===== config.mk =====
export PLATFORM = sky130hd
export DESIGN_NAME = ros_top
export DESIGN_NICKNAME = d
export VERILOG_FILES = /design/src/inc/ros_pkg.sv /design/src/inc/ros_sel_if.sv /design/src/core/ros_reg_map.sv /design/src/core/ros_top.sv
export SDC_FILE = /design/constraint.sdc
export NUM_CORES = 1
export LEC_CHECK = 0
export BUFFER_PORTS_ARGS = -buffer_cell sky130_fd_sc_hd__buf_2
export CORE_MARGIN = 3
export CORE_UTILIZATION = 40
export CTS_CLUSTER_DIAMETER = 150
export DETAILED_ROUTE_END_ITERATION = 16
export GPL_ROUTABILITY_DRIVEN = 0
export PLACE_DENSITY_LB_ADDON = 0.3
export SYNTH_ARGS = -nofsm -noshare
export SYNTH_HDL_FRONTEND = slang
export SYNTH_SLANG_ARGS = --single-unit

===== constraint.sdc =====
create_clock -name clock -period 0.92 [get_ports clock]
set_clock_uncertainty 0.1 [all_clocks]
set_input_delay 0.138 -clock clock [delete_from_list [all_inputs] [get_ports clock]]
set_output_delay 0.138 -clock clock [all_outputs]
set_load 0.01 [all_outputs]

===== src/inc/ros_pkg.sv =====
// constants and types for the register operand selector
package ros_pkg;
    // addressing byte field positions
    localparam int MOD_MSB = 7;
    localparam int MOD_LSB = 6;
    localparam int REG_MSB = 5;
    localparam int REG_LSB = 3;
    localparam int RM_MSB = 2;
    localparam int RM_LSB = 0;

    // mode field value that names a register operand
    localparam logic [1:0] MOD_REGISTER = 2'h3;

    // register file index of each general register, selector order
    localparam logic [2:0] IDX_A = 3'h0;
    localparam logic [2:0] IDX_C = 3'h1;
    localparam logic [2:0] IDX_D = 3'h2;
    localparam logic [2:0] IDX_B = 3'h3;
    localparam logic [2:0] IDX_SP = 3'h4;
    localparam logic [2:0] IDX_BP = 3'h5;
    localparam logic [2:0] IDX_SI = 3'h6;
    localparam logic [2:0] IDX_DI = 3'h7;

    // selector bit that picks the high byte of a byte register
    localparam int BYTE_HIGH_BIT = 2;

    // reset value of the decoded index outputs
    localparam logic [2:0] IDX_RESET = 3'h0;

    // operand width handed to the register file
    typedef enum logic [1:0] {
        ROS_SIZE_BYTE,
        ROS_SIZE_WORD,
        ROS_SIZE_DWORD
    } ros_size_e;
endpackage : ros_pkg


===== src/inc/ros_sel_if.sv =====
// carrier between the top decoder and each selector map
`timescale 1ns/1ps
interface ros_sel_if;
    logic [2:0] sel;
    logic width;
    logic op32;
    logic [2:0] index;
    logic high_byte;
    ros_pkg::ros_size_e size;

    modport map (input sel, input width, input op32, output index, output high_byte, output size);
    modport user (output sel, output width, output op32, input index, input high_byte, input size);
endinterface : ros_sel_if


===== src/core/ros_reg_map.sv =====
// width-dependent map from a three-bit selector to a register
`timescale 1ns/1ps
module ros_reg_map (
    // selector in, register out
    ros_sel_if.map port
);
    // byte decode ignores operand size, word decode follows it
    always_comb begin
        if (!port.width) begin
            // low pair picks the register, top bit picks the high byte
            port.index = {1'b0, port.sel[ros_pkg::BYTE_HIGH_BIT-1:0]};
            port.high_byte = port.sel[ros_pkg::BYTE_HIGH_BIT];
            port.size = ros_pkg::ROS_SIZE_BYTE;
        end else if (port.op32) begin
            port.index = port.sel;
            port.high_byte = 1'b0;
            port.size = ros_pkg::ROS_SIZE_DWORD;
        end else begin
            port.index = port.sel;
            port.high_byte = 1'b0;
            port.size = ros_pkg::ROS_SIZE_WORD;
        end
    end
endmodule : ros_reg_map


===== src/core/ros_top.sv =====
// register operand selector: addressing byte to register file index
`timescale 1ns/1ps
module ros_top (
    // clock and reset
    input wire logic clock,
    input wire logic reset_n,
    // addressing byte from the instruction stream
    input wire logic in_valid,
    input wire logic [7:0] in_addr_byte,
    input wire logic in_width,
    input wire logic in_op32,
    // decode results, one cycle after in_valid
    output logic out_valid,
    output logic rm_is_reg,
    output logic ea_needed,
    output logic [2:0] rm_index,
    output logic rm_high_byte,
    output ros_pkg::ros_size_e rm_size,
    output logic [2:0] reg_index,
    output logic reg_high_byte,
    output ros_pkg::ros_size_e reg_size
);
    // field views of the addressing byte
    logic [1:0] mode_field;
    logic [2:0] reg_field;
    logic [2:0] rm_field;

    // one selector map per field, one table behind both
    ros_sel_if rm_sel ();
    ros_sel_if reg_sel ();

    // mode decode of the byte on the input
    logic mode_is_reg;

    // next values of the registered results
    logic next_rm_is_reg;
    logic next_ea_needed;
    logic [2:0] next_rm_index;
    logic next_rm_high_byte;
    ros_pkg::ros_size_e next_rm_size;
    logic [2:0] next_reg_index;
    logic next_reg_high_byte;
    ros_pkg::ros_size_e next_reg_size;

    // split the byte once so the field edges live in one place
    assign mode_field = in_addr_byte[ros_pkg::MOD_MSB:ros_pkg::MOD_LSB];
    assign reg_field = in_addr_byte[ros_pkg::REG_MSB:ros_pkg::REG_LSB];
    assign rm_field = in_addr_byte[ros_pkg::RM_MSB:ros_pkg::RM_LSB];

    // mode field 11 marks the r/m selector as a register
    assign mode_is_reg = (mode_field == ros_pkg::MOD_REGISTER);

    // r/m selector map inputs
    assign rm_sel.sel = rm_field;
    assign rm_sel.width = in_width;
    assign rm_sel.op32 = in_op32;

    // reg field through an identical map so the tables cannot drift apart
    assign reg_sel.sel = reg_field;
    assign reg_sel.width = in_width;
    assign reg_sel.op32 = in_op32;

    // map for the r/m selector
    ros_reg_map u_rm_map (
        .port(rm_sel.map)
    );

    // map for the reg field
    ros_reg_map u_reg_map (
        .port(reg_sel.map)
    );

    // register operand flag; drops when nothing is taken
    always_comb begin
        next_rm_is_reg = 1'b0;
        if (in_valid) begin
            next_rm_is_reg = mode_is_reg;
        end
    end

    // memory path only starts when mode is not 11
    always_comb begin
        next_ea_needed = 1'b0;
        if (in_valid) begin
            next_ea_needed = !mode_is_reg;
        end
    end

    // r/m index; cleared for a memory operand so no stale register leaks
    always_comb begin
        next_rm_index = rm_index;
        if (in_valid && mode_is_reg) begin
            next_rm_index = rm_sel.index;
        end else if (in_valid) begin
            next_rm_index = ros_pkg::IDX_RESET;
        end
    end

    // r/m high byte; only a byte register names one
    always_comb begin
        next_rm_high_byte = rm_high_byte;
        if (in_valid && mode_is_reg) begin
            next_rm_high_byte = rm_sel.high_byte;
        end else if (in_valid) begin
            next_rm_high_byte = 1'b0;
        end
    end

    // r/m size; width still holds for a memory operand
    always_comb begin
        next_rm_size = rm_size;
        if (in_valid) begin
            next_rm_size = rm_sel.size;
        end
    end

    // reg field index; the reg field always names a register
    always_comb begin
        next_reg_index = reg_index;
        if (in_valid) begin
            next_reg_index = reg_sel.index;
        end
    end

    // reg field high byte
    always_comb begin
        next_reg_high_byte = reg_high_byte;
        if (in_valid) begin
            next_reg_high_byte = reg_sel.high_byte;
        end
    end

    // reg field size
    always_comb begin
        next_reg_size = reg_size;
        if (in_valid) begin
            next_reg_size = reg_sel.size;
        end
    end

    // valid strobe follows the input by one cycle
    always_ff @(posedge clock or negedge reset_n) begin
        if (!reset_n) begin
            out_valid <= 1'b0;
        end else begin
            out_valid <= in_valid;
        end
    end

    // register operand flag stands one cycle
    always_ff @(posedge clock or negedge reset_n) begin
        if (!reset_n) begin
            rm_is_reg <= 1'b0;
        end else begin
            rm_is_reg <= next_rm_is_reg;
        end
    end

    // effective address request stands one cycle
    always_ff @(posedge clock or negedge reset_n) begin
        if (!reset_n) begin
            ea_needed <= 1'b0;
        end else begin
            ea_needed <= next_ea_needed;
        end
    end

    // r/m index holds until the next taken byte
    always_ff @(posedge clock or negedge reset_n) begin
        if (!reset_n) begin
            rm_index <= ros_pkg::IDX_RESET;
        end else begin
            rm_index <= next_rm_index;
        end
    end

    // r/m high byte holds until the next taken byte
    always_ff @(posedge clock or negedge reset_n) begin
        if (!reset_n) begin
            rm_high_byte <= 1'b0;
        end else begin
            rm_high_byte <= next_rm_high_byte;
        end
    end

    // r/m size holds until the next taken byte
    always_ff @(posedge clock or negedge reset_n) begin
        if (!reset_n) begin
            rm_size <= ros_pkg::ROS_SIZE_BYTE;
        end else begin
            rm_size <= next_rm_size;
        end
    end

    // reg field index register
    always_ff @(posedge clock or negedge reset_n) begin
        if (!reset_n) begin
            reg_index <= ros_pkg::IDX_RESET;
        end else begin
            reg_index <= next_reg_index;
        end
    end

    // reg field high byte register
    always_ff @(posedge clock or negedge reset_n) begin
        if (!reset_n) begin
            reg_high_byte <= 1'b0;
        end else begin
            reg_high_byte <= next_reg_high_byte;
        end
    end

    // reg field size register
    always_ff @(posedge clock or negedge reset_n) begin
        if (!reset_n) begin
            reg_size <= ros_pkg::ROS_SIZE_BYTE;
        end else begin
            reg_size <= next_reg_size;
        end
    end
endmodule : ros_top


==> results of run 1 <==
## layer usage
metal	vias to the layer above	GRT usage, %
li1	215	-
met1	189	15.1
met2	18	21.3
met3	2	3.00
met4	0	7.45
met5	-	0
## worst paths after layout
| kind | start | endpoint | slack, ns | cells after the start |
|---|---|---|---|---|
| worst min-delay path | in_addr_byte[3] | reg_index[0] | -0.01 | 2 |
| worst max register to register | reg_index[1] | reg_index[1] | 0.05 | 1 |
| min in group asynchronous | reset_n | rm_index[1] | 0.16 | 2 |
| worst max-delay path | reg_index[1] | reg_index[1] | -0.14 | 1 |
| worst min register to register | rm_size[0] | rm_size[0] | 0.42 | 2 |
| max in group asynchronous | reset_n | reg_high_byte | 0.33 | 2 |
## cells in the final DEF, fill, tap and decap left out, types with 2 or more instances in the layout
master / Yosys / final
o22ai_1: 5 / 5
mux2_4: 2 / 2
buf_2: 0 / 27
dfrtp_1: 13 / 13
nand3_1: 2 / 2
o21ai_1: 2 / 2
dlygate4sd3_1: 0 / 2
buf_4: 2 / 4
clkbuf_4: 0 / 3
nand2_1: 4 / 4
inv_1: 9 / 9
## report_power, final
part | internal (mW) | total [mW] | switching, mW
clock | 0.161 | 0.354 | 0.192
sequential | 0.608 | 0.625 | 0.0169
combinational | 0.107 | 0.207 | 0.100
total | 0.876 | 1.19 | 0.310
## stage by stage
stage	setup TNS, ns	util (%)	worst slack, ns
after CTS	-1.77	62.3	-0.141
after global routing	-2.14	63.6	-0.163
after detailed placement	0	57.6	0.0628
after floorplan	0	-	0.0407
after global placement	0	57.6	0.0830
final	-1.69	63.6	-0.136
## final cells by class
| class | count | area [µm²] | share of cell area [%] |
|---|---|---|---|
| multi-input combinational | 20 | 135 | 18.2 |
| tap | 14 | 17.5 | 2.35 |
| clock inverter | 1 | 5.00 | 0.672 |
| clock buffer | 3 | 22.5 | 3.03 |
| timing repair buffer | 34 | 205 | 27.6 |
| sequential | 13 | 325 | 43.7 |
| inverter | 9 | 33.8 | 4.54 |
## logic make-up after synthesis
group	synth area share, %
flops	61.2
buf+inv	13.4
simple gates	9.65
compound gates	10.1
mux	5.65
## what timing repair did
item,in CTS,in global routing
pin swaps,0,0
setup endpoints to repair,15,15
hold endpoints to repair,16,2
buffers inserted,1,2
==> results.cfg, run 1 <==
[pwr]
finalPower_mw = 1.19
ir_drop_mv = 0.991
p_per_area_nw_per_um2 = 1590
p_leak_nw = 0.414

[status]
violations = negative hold slack, negative setup slack
status = complete, but fails checks

[worst_setup_path]
critical_path.max_stage_delay_ns = 0.39
slowest_stage = dfrtp_1
setup.worst_path.start_class = flip-flop
crit_chain = buf_2
critPathMaxFanout = 2
crit_family = flip-flops
cp.arrival_ns = 0.82
criticalPathCategory = reg -> out
crit_required_ns = 0.68
cp_num_buf_inv = 1
cp-end-kind = output port

[route]
dr.pass1.iters = 3
drc = 0
ant_nets = 0
wl_met2_um = 559
top_layer = met4
vias_per_cell = 4.51
wire_per_inst_um = 11.5
drt_iter0_drc = 6
wl_met3_um = 82
num_vias = 424
routed_wirelength_um = 1080
routedLengthMet1_um = 430

[clock_tree]
clockBufferDepth = 2
cts_buffers = 3
cts.reportedPaths.clkPinSlew_ns = 0.08
holdBufCountCts = 2
clock_latency_ns = 0.27
cts_resized = 0
cts_tree = built
htreeDepth = 1
cts_sinks = 13
root_buffer = clkbuf_4

[floorplanning]
fp.dieW_um = 42.5
num_rows = 12
start_util_pct = 45.4
core_area_um2 = 1170
die_area_um2 = 1800
die_h_um = 42.5
io_pins = 28

[sta]
slew_headroom_pct = 80.7
fin_ws_ns = -0.136
grt_setup_unrepaired = yes
timing_hold_violations_final = 3
finalSetupViolCount = 15
drv_slew = 0
fin_crit_sh_pct = 115
worstMarginPinSlew_ns = 0.290
fmax_mhz = 947
period_needed_ns = 1.06
whs_ns = -0.0136

[final_layout]
antennaDiodeCount = 0
drive_gt1_share_pct = 48.8
finalNetCount = 94
area_growth_syn_to_layout_pct = 40.0
instances_no_fill = 94
fin_area_um2 = 744
nFillCells = 100
layout_top_registers = reg_index x3, rm_index x3, rm_size x2

[synthesis]
synth_commonest_cells = dfrtp_1, inv_1, o22ai_1, nand2_1
yosys.area.top_type = dfrtp_1
ys_seq_area_share_pct = 61.2
synth_area_um2 = 532
synth-edff-count = 0
yosysMostFrequentCell = dfrtp_1
ys_types = 14
yosys_warnings = 0
synth_top_area_share_pct = 61.2
synth_ff_type = dfrtp_1
avgSynthCellArea_um2 = 11.6
synth_nets = 59
synthArstFlopShare_pct = 100
synth_area_leaders = dfrtp_1, inv_1, o22ai_1
ys_ff_latch = 13
syn-instance-count = 46

[grt]
grt_pass1_vias = 391
antenna_found_initial = 0
overflow = 0
grtUsageTotal_pct = 12.9
grt_max_degree = 14
grt_pass1_wl_um = 1700

[place]
dpl_cell_area_um2 = 674
io_buffers = 27
dp_cells = 85

[min_path]
min_path_type = in -> reg

[job]
drv_cap = 0
No activity file was read; power rests on OpenSTA's default activity.
==> run 2: changes to the inputs <==
--- a/config.mk
+++ b/config.mk
@@ -5,11 +5,11 @@
 export SDC_FILE = /design/constraint.sdc
 export NUM_CORES = 1
 export LEC_CHECK = 0
-export BUFFER_PORTS_ARGS = -buffer_cell sky130_fd_sc_hd__buf_2
 export CORE_MARGIN = 3
 export CORE_UTILIZATION = 40
 export CTS_CLUSTER_DIAMETER = 150
 export DETAILED_ROUTE_END_ITERATION = 16
+export DONT_BUFFER_PORTS = 1
 export GPL_ROUTABILITY_DRIVEN = 0
 export PLACE_DENSITY_LB_ADDON = 0.3
 export SYNTH_ARGS = -nofsm -noshare
==> run 2 against run 1 <==
The flow still finishes with violations (negative hold slack, negative setup slack). Clock power is 1% lower. Final cell count fell by 29%. Combinational power is 47% lower. Critical endpoint is now reg_index[0].
==> results.cfg, run 2 (synthesis results as in run 1) <==
[route]
routed_wirelength_um = 1060
wire_per_inst_um = 15.7
dr.pass1.iters = 4
ant_nets = 0
vias_per_cell = 5.33
drc = 0
num_vias = 357
drt_iter0_drc = 5

[floorplanning]
fp.dieW_um = 42.5
io_pins = 28
die_h_um = 42.5
start_util_pct = 45.4
die_area_um2 = 1800
core_area_um2 = 1170
num_rows = 12

[worst_setup_path]
cp-end-kind = output port
critPathMaxFanout = 2
crit_chain = buf_6
r2r_start = reg_index[1]
r2r_cells = 1
cp.arrival_ns = 0.79
cp_num_buf_inv = 1
crit_required_ns = 0.68
crit_family = flip-flops
setup.worst_path.start_class = flip-flop
criticalPathCategory = reg -> out
critical_path.max_stage_delay_ns = 0.40
slowest_stage = dfrtp_1
crit_start = reg_index[0]
critical_path_depth = 1

[clock_tree]
holdBufCountCts = 5
htreeDepth = 1
root_buffer = clkbuf_4
cts_sinks = 13
cts.reportedPaths.clkPinSlew_ns = 0.08
cts_buffers = 3
cts_tree = built
clock_latency_ns = 0.27
clockBufferDepth = 2

[sta]
fin_crit_sh_pct = 112
grt_setup_unrepaired = yes
fin_ws_ns = -0.113
timing_hold_violations_final = 24
drv_slew = 0
period_needed_ns = 1.03
fmax_mhz = 968
whs_ns = -0.210
slew_headroom_pct = 60.5
worstMarginPinSlew_ns = 0.593
finalSetupViolCount = 12

[status]
status = complete, but fails checks
violations = negative hold slack, negative setup slack

[min_path]
min_path_type = in -> reg
hold_start = in_valid
whs_path_depth = 0

[final_layout]
finalNetCount = 67
layout_common_cells = dfrtp_1, inv_1, o22ai_1
antennaDiodeCount = 0
area_growth_syn_to_layout_pct = 15.8
final_core_utilization_pct = 52.6
layout_top_registers = reg_index x3, rm_index x3, rm_size x2
instances_no_fill = 67
mostFrequentLayoutCell = dfrtp_1
drive_gt1_share_pct = 18.9
fin_area_um2 = 616

[job]
drv_cap = 0

[pwr]
p_per_area_nw_per_um2 = 1810
ir_drop_mv = 0.728
p_leak_nw = 0.296
finalPower_mw = 1.11

[grt]
grt_pass1_wl_um = 1680
grtUsageTotal_pct = 12.7
overflow = 0
antenna_found_initial = 0
grt_max_degree = 20
grt_pass1_vias = 384

[place]
io_buffers = 0
dp_cells = 58
dpl_cell_area_um2 = 527
-- run 2: timing repair --
action	CTS	global route
setup endpoints to repair	15	17
setup buffers	0	0
resized for setup	4	1
hold endpoints to repair	26	24
-- run 2: stage by stage --
stage          setup TNS (ns)  setup WS, ns
2_1_floorplan               0        0.0407
3_3_place_gp                0        0.0792
3_5_place_dp                0        0.0775
4_1_cts                -0.626        -0.122
5_1_grt                -0.860        -0.144
6_report               -0.491        -0.113
-- run 2: final timing paths --
kind	to	slack, ns
setup / recovery	reg_index[0]	-0.11
hold / removal	out_valid	-0.21
setup reg to reg	reg_index[1]	0.05
hold reg to reg	reg_index[0]	0.44
max in group asynchronous	rm_size[0]	0.47
min in group asynchronous	reg_high_byte	-0.17
-- run 2: area by class of cell --
| type | instances | area (µm²) |
|---|---|---|
| clock buffer | 4 | 26.3 |
| fill | 107 | 556 |
| inverter | 9 | 33.8 |
| multi-input combinational | 20 | 135 |
| sequential | 13 | 328 |
| tap | 14 | 17.5 |
| timing repair buffer | 7 | 75.1 |
-- run 2: per-layer routing --
| metal | global-route usage (%) | vias up | routed length, µm |
|---|---|---|---|
| met5 | 0 | - | 0 |
| met4 | 8.07 | 0 | 0 |
| met3 | 5.58 | 0 | 108 |
| met2 | 20.4 | 18 | 560 |
| met1 | 13.5 | 180 | 386 |
| li1 | - | 159 | - |
-- run 2: power breakdown --
group          switching, mW  internal (mW)  leakage [nW]
clock                  0.181          0.168        0.0150
combinational         0.0441         0.0650         0.116
sequential            0.0446          0.610         0.164
